### config.mk
export PLATFORM = sky130hd
export DESIGN_NAME = tape_cyclic_check_generator
export DESIGN_NICKNAME = d
export VERILOG_FILES = /design/src/tape_check_pkg.sv /design/src/gap_strobe_if.sv /design/src/gap_sequencer.sv /design/src/tape_cyclic_check_generator.sv
export VERILOG_INCLUDE_DIRS = /design/src
export SDC_FILE = /design/constraint.sdc
export NUM_CORES = 1
export LEC_CHECK = 0
export BUFFER_PORTS_ARGS = -buffer_cell sky130_fd_sc_hd__buf_2
export CORE_MARGIN = 8
export CORE_UTILIZATION = 40
export DETAILED_ROUTE_END_ITERATION = 16
export PLACE_DENSITY = 0.69
export SYNTH_ARGS = -nofsm -noshare
export SYNTH_HDL_FRONTEND = slang
export SYNTH_SLANG_ARGS = --single-unit
### constraint.sdc
create_clock -name CLK -period 3.2 [get_ports CLK]
set_clock_uncertainty 0.2 [all_clocks]
set_input_delay 0 -clock CLK [delete_from_list [all_inputs] [get_ports CLK]]
set_output_delay 0 -clock CLK [all_outputs]
set_load 0.01 [all_outputs]
### src/tape_check_defs.svh
// Constants for the cyclic check generator: bit positions and counts.
// Assumes inclusion by the package and the design modules.
`ifndef TAPE_CHECK_DEFS_SVH
`define TAPE_CHECK_DEFS_SVH
`define CHK_WIDTH 9
`define CHK_BIT_P 8
`define CHK_RESET_VALUE 9'h000
`define CHK_READOUT_MASK 9'h1EB
`define GAP_COUNT_WIDTH 2
`define GAP_COUNT_CLEAR 2'h0
`define GAP_COUNT_SHIFT 2'h1
`define GAP_COUNT_READOUT 2'h3
`define CHECK_SPACING 4
`endif

### src/tape_check_pkg.sv
// Types shared by the cyclic check generator modules.
// Assumes tape_check_defs.svh is on the include path.
`include "tape_check_defs.svh"
package tape_check_pkg;
  typedef logic [`CHK_WIDTH-1:0] track_word_t;
  typedef logic [`GAP_COUNT_WIDTH-1:0] gap_count_t;
endpackage

### src/gap_strobe_if.sv
// Strobes from the gap sequencer to the check register.
// Assumes one clock domain shared by both modules.
interface gap_strobe_if;
  logic extra_shift_strobe;
  logic readout_strobe;
  logic register_clear_strobe;
  logic gap_primer_flag;
  modport sequencer (output extra_shift_strobe, output readout_strobe,
    output register_clear_strobe, output gap_primer_flag);
  modport register (input extra_shift_strobe, input readout_strobe,
    input register_clear_strobe, input gap_primer_flag);
endinterface

### src/gap_sequencer.sv
// Gap counter, primer flag and count decoder.
// Assumes gap clock and file-mark inputs are one-cycle pulses on CLK.
`include "tape_check_defs.svh"
module gap_sequencer
  import tape_check_pkg::*;
(
  input wire logic clk,
  input wire logic reset,
  input wire logic gap_start,
  input wire logic gap_clock,
  input wire logic file_mark,
  gap_strobe_if.sequencer strobes
);
  gap_count_t count_ff;
  logic primer_ff;
  logic file_mark_ff;

  // Counter advances only while primed or away from zero
  always_ff @(posedge clk) begin
    if (reset) begin
      count_ff <= `GAP_COUNT_CLEAR; // RL21
    end else if (gap_clock && (primer_ff || count_ff != `GAP_COUNT_CLEAR))
    begin
      count_ff <= count_ff + 2'h1; // RL15 RL16
    end
  end

  // Buffered file mark, released by the readout count
  always_ff @(posedge clk) begin
    if (reset) begin
      file_mark_ff <= 1'b0;
    end else if (file_mark) begin
      file_mark_ff <= 1'b1;
    end else if (gap_clock && count_ff == `GAP_COUNT_READOUT) begin
      file_mark_ff <= 1'b0;
    end
  end

  // Primer set at gap start or by a gap clock at count 0 after a buffered file mark, cleared by next gap clock
  always_ff @(posedge clk) begin
    if (reset) begin
      primer_ff <= 1'b0; // RL21
    end else if (gap_start) begin
      primer_ff <= 1'b1; // RL16
    end else if (gap_clock && file_mark_ff && !primer_ff &&
                 count_ff == `GAP_COUNT_CLEAR) begin
      primer_ff <= 1'b1; // RL16
    end else if (gap_clock) begin
      primer_ff <= 1'b0;
    end
  end

  always_comb begin
    strobes.extra_shift_strobe = gap_clock &&
      count_ff == `GAP_COUNT_SHIFT; // RL17
    strobes.readout_strobe = gap_clock &&
      count_ff == `GAP_COUNT_READOUT; // RL18
    strobes.register_clear_strobe = gap_clock && !primer_ff &&
      count_ff == `GAP_COUNT_CLEAR; // RL19
    strobes.gap_primer_flag = primer_ff;
  end
endmodule

### src/tape_cyclic_check_generator.sv
// Cyclic check character generator for a nine-track incremental recorder.
// Assumes all strobes are single-cycle pulses synchronous to CLK.
`include "tape_check_defs.svh"
// Notes on behaviour
// [RL1] Check character written four steps after the last data character.
// [RL2] Longitudinal character four steps later, outside this block.
// [RL3] Nine-bit ring: P to 0, up to 7, 7 back to P.
// [RL4] Bits P,0,1,6,7 load data XOR preceding stage.
// [RL5] Bits 2 to 5 load data XOR preceding stage XOR bit 7.
// [RL6] Stages load only on a register clock, else hold.
// [RL7] Register cleared at tape load and in every gap.
// [RL8] One extra shift with zero data before readout.
// [RL9] Readout inverts every bit except 2 and 4.
// [RL10] Check character uses the same track order as data.
// [RL11] Outside gaps data passes through; readout disabled.
// [RL12] Register clock is the shutter or step phase two clock.
// [RL13] Write clock follows the shutter when no gap runs.
// [RL14] Data source ends records with a gap command.
// [RL15] Two-bit gap counter decodes counts 0, 1 and 3.
// [RL16] Counter holds at 0 until the primer flag is set.
// [RL17] Count 1 on second gap clock gives the extra shift.
// [RL18] Count 3 on fourth gap clock reads out and clocks write.
// [RL19] Count 0 with gap clock clears; suppressed while primed.
// [RL20] Inhibit after clear until a shutter clock from a write step.
// [RL21] Reset at tape load clears register, counter and flags.
module tape_cyclic_check_generator
  import tape_check_pkg::*;
(
  input wire logic CLK,
  input wire logic RESET,
  input wire logic [`CHK_WIDTH-1:0] DATA_IN,
  input wire logic SHUTTER_CLOCK,
  input wire logic STEP_PHASE_TWO_CLOCK,
  input wire logic USE_STEP_PHASE_CLOCK,
  input wire logic GAP_IN_PROCESS,
  input wire logic GAP_CLOCK,
  input wire logic FILE_MARK,
  output logic [`CHK_WIDTH-1:0] WRITE_DATA,
  output logic WRITE_AMP_CLOCK,
  output logic [`CHK_WIDTH-1:0] CHECK_REGISTER
);
  track_word_t check_shift_register;
  track_word_t nxt_check_shift_register;
  track_word_t stage_toggle;
  logic stage_p_ff;
  logic stage_0_ff;
  logic stage_1_ff;
  logic stage_2_ff;
  logic stage_3_ff;
  logic stage_4_ff;
  logic stage_5_ff;
  logic stage_6_ff;
  logic stage_7_ff;
  logic stage_clear;
  logic stage_load;
  track_word_t track_data;
  track_word_t cyclic_check_character;
  logic repeat_check_inhibit_flag_ff;
  logic gap_ff;
  logic gap_start;
  logic register_clock;
  logic readout_gated;
  logic [`CHK_WIDTH-1:0] write_data_ff;
  logic write_amp_clock_ff;

  gap_strobe_if strobes ();

  // Bit order in a word: [8]=P, [7:0]=bits 7..0
  function automatic track_word_t next_check(input track_word_t cur,
                                             input track_word_t din);
    track_word_t nxt;
    nxt = '0;
    nxt[`CHK_BIT_P] = din[`CHK_BIT_P] ^ cur[7]; // RL3 RL4
    nxt[0] = din[0] ^ cur[`CHK_BIT_P]; // RL4
    nxt[1] = din[1] ^ cur[0]; // RL4
    // Bit 7 feeds back into the middle four stages as well as into P
    nxt[2] = din[2] ^ cur[1] ^ cur[7]; // RL5
    nxt[3] = din[3] ^ cur[2] ^ cur[7]; // RL5
    nxt[4] = din[4] ^ cur[3] ^ cur[7]; // RL5
    nxt[5] = din[5] ^ cur[4] ^ cur[7]; // RL5
    nxt[6] = din[6] ^ cur[5]; // RL4
    nxt[7] = din[7] ^ cur[6]; // RL4
    return nxt;
  endfunction

  always_ff @(posedge CLK) begin
    if (RESET) begin
      gap_ff <= 1'b0;
    end else begin
      gap_ff <= GAP_IN_PROCESS;
    end
  end

  assign gap_start = GAP_IN_PROCESS && !gap_ff;

  gap_sequencer u_seq (
    .clk(CLK),
    .reset(RESET),
    .gap_start(gap_start),
    .gap_clock(GAP_CLOCK && GAP_IN_PROCESS),
    .file_mark(FILE_MARK && GAP_IN_PROCESS),
    .strobes(strobes)
  );

  // Data inputs forced to zero during gaps, so the extra shift sees zeros
  always_comb begin
    track_data = GAP_IN_PROCESS ? '0 : DATA_IN; // RL11 RL8
  end

  // Shutter-clocked or step-clocked variant
  always_comb begin
    register_clock = USE_STEP_PHASE_CLOCK ? STEP_PHASE_TWO_CLOCK
                                          : SHUTTER_CLOCK; // RL12
  end

  // Ring of nine stages, parity on top
  assign check_shift_register = {stage_p_ff, stage_7_ff, stage_6_ff,
    stage_5_ff, stage_4_ff, stage_3_ff, stage_2_ff, stage_1_ff, stage_0_ff};

  always_comb begin
    nxt_check_shift_register = next_check(check_shift_register,
                                          track_data);
  end

  // Toggle form: flipping by cur XOR next is a direct load of next
  always_comb begin
    stage_toggle = nxt_check_shift_register ^ check_shift_register; // RL6
  end

  // Clear beats any shift; extra shift only inside a gap
  always_comb begin
    stage_clear = strobes.register_clear_strobe; // RL7 RL19
    stage_load = strobes.extra_shift_strobe || // RL8 RL17
                 (register_clock && !GAP_IN_PROCESS); // RL6
  end

  always_comb begin
    cyclic_check_character = check_shift_register ^
                             `CHK_READOUT_MASK; // RL9
  end

  // Readout only after a primed count sequence and no repeat inhibit
  always_comb begin
    readout_gated = strobes.readout_strobe &&
                    !strobes.gap_primer_flag &&
                    !repeat_check_inhibit_flag_ff; // RL20
  end

  // Parity stage, fed from bit 7
  always_ff @(posedge CLK) begin
    if (RESET) begin
      stage_p_ff <= 1'b0; // RL21
    end else if (stage_clear) begin
      stage_p_ff <= 1'b0; // RL7
    end else if (stage_load) begin
      stage_p_ff <= stage_p_ff ^ stage_toggle[`CHK_BIT_P]; // RL3
    end else begin
      stage_p_ff <= stage_p_ff; // RL6
    end
  end

  // Bit 0 stage, fed from parity
  always_ff @(posedge CLK) begin
    if (RESET) begin
      stage_0_ff <= 1'b0; // RL21
    end else if (stage_clear) begin
      stage_0_ff <= 1'b0; // RL7
    end else if (stage_load) begin
      stage_0_ff <= stage_0_ff ^ stage_toggle[0]; // RL3
    end else begin
      stage_0_ff <= stage_0_ff; // RL6
    end
  end

  // Bit 1 stage, fed from bit 0
  always_ff @(posedge CLK) begin
    if (RESET) begin
      stage_1_ff <= 1'b0; // RL21
    end else if (stage_clear) begin
      stage_1_ff <= 1'b0; // RL7
    end else if (stage_load) begin
      stage_1_ff <= stage_1_ff ^ stage_toggle[1]; // RL3
    end else begin
      stage_1_ff <= stage_1_ff; // RL6
    end
  end

  // Bit 2 stage, fed from bit 1 and the bit 7 feedback
  always_ff @(posedge CLK) begin
    if (RESET) begin
      stage_2_ff <= 1'b0; // RL21
    end else if (stage_clear) begin
      stage_2_ff <= 1'b0; // RL7
    end else if (stage_load) begin
      stage_2_ff <= stage_2_ff ^ stage_toggle[2]; // RL5
    end else begin
      stage_2_ff <= stage_2_ff; // RL6
    end
  end

  // Bit 3 stage, fed from bit 2 and the bit 7 feedback
  always_ff @(posedge CLK) begin
    if (RESET) begin
      stage_3_ff <= 1'b0; // RL21
    end else if (stage_clear) begin
      stage_3_ff <= 1'b0; // RL7
    end else if (stage_load) begin
      stage_3_ff <= stage_3_ff ^ stage_toggle[3]; // RL5
    end else begin
      stage_3_ff <= stage_3_ff; // RL6
    end
  end

  // Bit 4 stage, fed from bit 3 and the bit 7 feedback
  always_ff @(posedge CLK) begin
    if (RESET) begin
      stage_4_ff <= 1'b0; // RL21
    end else if (stage_clear) begin
      stage_4_ff <= 1'b0; // RL7
    end else if (stage_load) begin
      stage_4_ff <= stage_4_ff ^ stage_toggle[4]; // RL5
    end else begin
      stage_4_ff <= stage_4_ff; // RL6
    end
  end

  // Bit 5 stage, fed from bit 4 and the bit 7 feedback
  always_ff @(posedge CLK) begin
    if (RESET) begin
      stage_5_ff <= 1'b0; // RL21
    end else if (stage_clear) begin
      stage_5_ff <= 1'b0; // RL7
    end else if (stage_load) begin
      stage_5_ff <= stage_5_ff ^ stage_toggle[5]; // RL5
    end else begin
      stage_5_ff <= stage_5_ff; // RL6
    end
  end

  // Bit 6 stage, fed from bit 5
  always_ff @(posedge CLK) begin
    if (RESET) begin
      stage_6_ff <= 1'b0; // RL21
    end else if (stage_clear) begin
      stage_6_ff <= 1'b0; // RL7
    end else if (stage_load) begin
      stage_6_ff <= stage_6_ff ^ stage_toggle[6]; // RL4
    end else begin
      stage_6_ff <= stage_6_ff; // RL6
    end
  end

  // Bit 7 stage, fed from bit 6; closes the ring
  always_ff @(posedge CLK) begin
    if (RESET) begin
      stage_7_ff <= 1'b0; // RL21
    end else if (stage_clear) begin
      stage_7_ff <= 1'b0; // RL7
    end else if (stage_load) begin
      stage_7_ff <= stage_7_ff ^ stage_toggle[7]; // RL3
    end else begin
      stage_7_ff <= stage_7_ff; // RL6
    end
  end

  // Set by clear wins over a coincident shutter release
  always_ff @(posedge CLK) begin
    if (RESET) begin
      repeat_check_inhibit_flag_ff <= 1'b0; // RL21
    end else if (strobes.register_clear_strobe) begin
      repeat_check_inhibit_flag_ff <= 1'b1; // RL20
    end else if (SHUTTER_CLOCK && !GAP_IN_PROCESS) begin
      repeat_check_inhibit_flag_ff <= 1'b0; // RL20
    end
  end

  // Check character goes out on the same track lines as data
  always_ff @(posedge CLK) begin
    if (RESET) begin
      write_data_ff <= '0;
    end else if (readout_gated) begin
      write_data_ff <= cyclic_check_character; // RL1 RL10 RL18
    end else begin
      write_data_ff <= track_data; // RL11
    end
  end

  always_ff @(posedge CLK) begin
    if (RESET) begin
      write_amp_clock_ff <= 1'b0;
    end else if (GAP_IN_PROCESS) begin
      // Longitudinal logic downstream spaces its character from this pulse
      write_amp_clock_ff <= readout_gated; // RL18 RL2
    end else begin
      write_amp_clock_ff <= SHUTTER_CLOCK; // RL13
    end
  end

  assign WRITE_DATA = write_data_ff;
  assign WRITE_AMP_CLOCK = write_amp_clock_ff;
  assign CHECK_REGISTER = check_shift_register;
endmodule

==> results.ini <==
[cts]
clockBufferDepth = 2
cts_resized = 0
cts_root_buffer = clkbuf_4
clk_latency_ns = 0.31
cts_tree = built
clock_sinks = 25
h-tree-depth = 1
cts_setup_buffers = 0
numCtsBuffers = 3
clk_pin_slew_ns = 0.13

[routing]
ant_nets = 0
viasPerCell = 4.543
firstDrtPassIters = 4
routedWlPerCell_um = 12.39
finalWirelength_um = 2762
drt_iter0_drc = 43
drcViolationCount = 0
vias = 1013

[timing]
setup_viol = 0
slew_headroom = 0.6162
drv_slew = 0
period_share = 0.7310
fin_ws_ns = 0.8608
period_minus_slack_ns = 2.339
worstMarginPinSlew_ns = 0.5736
fmax_mhz = 427.5
grt_setup_unrepaired = false
hold_viol = 0
setup_tns_ns = 0

[cells_and_area]
multi_input_area_um2 = 619.3
nFillCells = 300
syn2layout_area_growth_pct = 24.15
drive_gt1_frac = 0.3017
final_nets = 200
register_area_um2 = 500.5
final_common_cell = buf_2
largest_reg_flops = 9
final_cell_count_no_fill = 223
mostFrequentLayoutCells = buf_2, dfxtp_1, nor2_1, dlygate4sd3_1, xnor2_1
final_area_um2 = 1595
n_antenna_cell = 0

[grt]
grt.overflow.total = 0
track_usage = 0.1060
grt_pass1_vias = 1033
grt_max_degree = 18
grt_pass1_wl_um = 4588
antenna_found_initial = 0

[floorplan]
start_util = 0.4209
die_x_um = 72.68
io_pins = 36
die_h_um = 72.68
dieArea_um2 = 5282
rows = 20
fp.coreArea_um2 = 3053

[critical_path]
cp_slowest_cell = dlygate4sd3_1
cp-end-kind = register
cpMostUsedCell = dlygate4sd3_1
path_cells = ha_1 -> nand3_4 -> a22oi_1 -> dlygate4sd3_1 -> nor2_1 -> dlygate4sd3_1
max_stage_delay_ns = 0.57
worst_setup_path_start_kind = register
crit_fanout = 4
regToRegSetupSlack_ns = 0.86
criticalPathCategory = register to register
cp_data_required_time_ns = 3.21
critPathArrivalTime_ns = 2.35

[power]
p_per_area_nw_per_um2 = 387.9
max-vdd-ir-drop_v = 0.0002048
leakage_uw = 0.0006582

[logic_synthesis]
yosysUniqueCellTypes = 26
synth_top_area_frac = 0.3895
synth_seq_cells = 25
yosys-top-cells-area = dfxtp_1, xnor2_1, nor2_1
syn_nets = 158
yosys.area_share.adder = 0.02921
synth_xor_area_frac = 0.09542
ys_seq_area_frac = 0.3895
synth_top_family_by_area = simple AND/OR/NAND/NOR gates
synth-simple-area-share = 0.1831
synth.avg_cell_area_um2 = 9.311
synth_mux_area_frac = 0.03895
netlist_area_um2 = 1285
synthCells = 138
synth_top_cell_by_area = dfxtp_1
ys_warn_count = 0
synth_compound_gate_area_share = 0.1353

[worst_hold_path]
hold_path.class = input port to register

[place]
place_area_um2 = 1388
dpl.cell_count = 201
pre_cts_ws_ns = 1.551
gp_congestion = 0.7743
detailed_place_hpwl_um = 2004
io_buffers = 35

[run]
drv_cap = 0

[run_status]
status = completed

==> routing by layer <==
metal  global-route usage  up-vias  wire (um)
met3              0.04396        2        222
met5                    0        -          0
met2               0.1839       28       1303
met4              0.02667        0          8
li1                     -      515          -
met1               0.1156      468       1228
==> through the flow <==
| stage | utilization | hold slack, ns | power [uW] |
|---|---|---|---|
| CTS | 0.5225 | 0.2288 | 630.3 |
| finish | 0.5225 | 0.2387 | 618.8 |
| floorplan | - | -0.03469 | 453.0 |
| global placement | 0.4545 | 0.06822 | 469.0 |
| global route | 0.5225 | 0.2491 | 656.5 |
| detailed placement | 0.4545 | 0.06183 | 473.0 |
==> worst max-delay path, delay by kind of cell, from the launching register on <==
family | cells | cell delay (ns)
AOI/OAI and AO/OA | 1 | 0.15
buffers and inverters | 2 | 1.13
DFF | 1 | 0.42
and+or+nand+nor | 2 | 0.13
adders and majority gates | 1 | 0.22
==> final timing paths <==
check / from / endpoint / cells past startpoint
worst max-delay path: u_seq.count_ff[0] / u_seq.file_mark_ff / 6
worst max register to register: u_seq.count_ff[0] / u_seq.file_mark_ff / 6
worst min-delay path: STEP_PHASE_TWO_CLOCK / stage_1_ff / 5
worst min register to register: u_seq.count_ff[1] / u_seq.count_ff[1] / 2
==> power by group <==
part | internal (uW) | switching (uW) | leakage, uW
clock network | 46.7 | 89.1 | 0.0000177
registers | 329 | 17.5 | 0.000205
logic | 70.4 | 66.7 | 0.000435
==> cell usage after synthesis <==
cell      number
a211oi_2       5
buf_6          2
a21oi_1       13
buf_2          2
nor2_1        19
clkbuf_1       2
a22oi_1        1
a31o_2         1
buf_12         1
ha_1           3
mux2i_1        5
nor2b_1       10
nand3_4        1
or3_1          1
nand4b_1       1
dfxtp_1       25
nand3_2        1
nor2_2         5
xnor2_1       14
nor3_4         1
a32oi_1        1
o21ai_4        1
inv_1         10
nand2_1        3
buf_4          9
o21ai_0        1
==> cell families (layout without fill, tap and decap cells) <==
family | count (synthesis) | in the layout
AND/OR/NAND/NOR | 42 | 42
buffers and inverters | 26 | 67
flip-flops | 25 | 25
AO/OA/AOI/OAI | 23 | 23
XOR/XNOR | 14 | 14
multiplexers | 5 | 5
adder cells (fa/ha/maj) | 3 | 3
==> area by class of cell <==
| class | count | share of cell area |
|---|---|---|
| multi-input cells | 87 | 0.3882 |
| flip-flops and latches | 25 | 0.3137 |
| repair buffers | 53 | 0.2227 |
| well taps | 44 | 0.03451 |
| inverters | 10 | 0.02353 |
| clock buffers | 3 | 0.01412 |
| clock inverters | 1 | 0.003137 |
==> repair_timing <==
action / CTS / global route
endpoints found under the hold margin: 21 / 0
hold buffers: 18 / 0
endpoints found under the setup margin: 0 / 0
No activity file was read; power rests on OpenSTA's default activity.
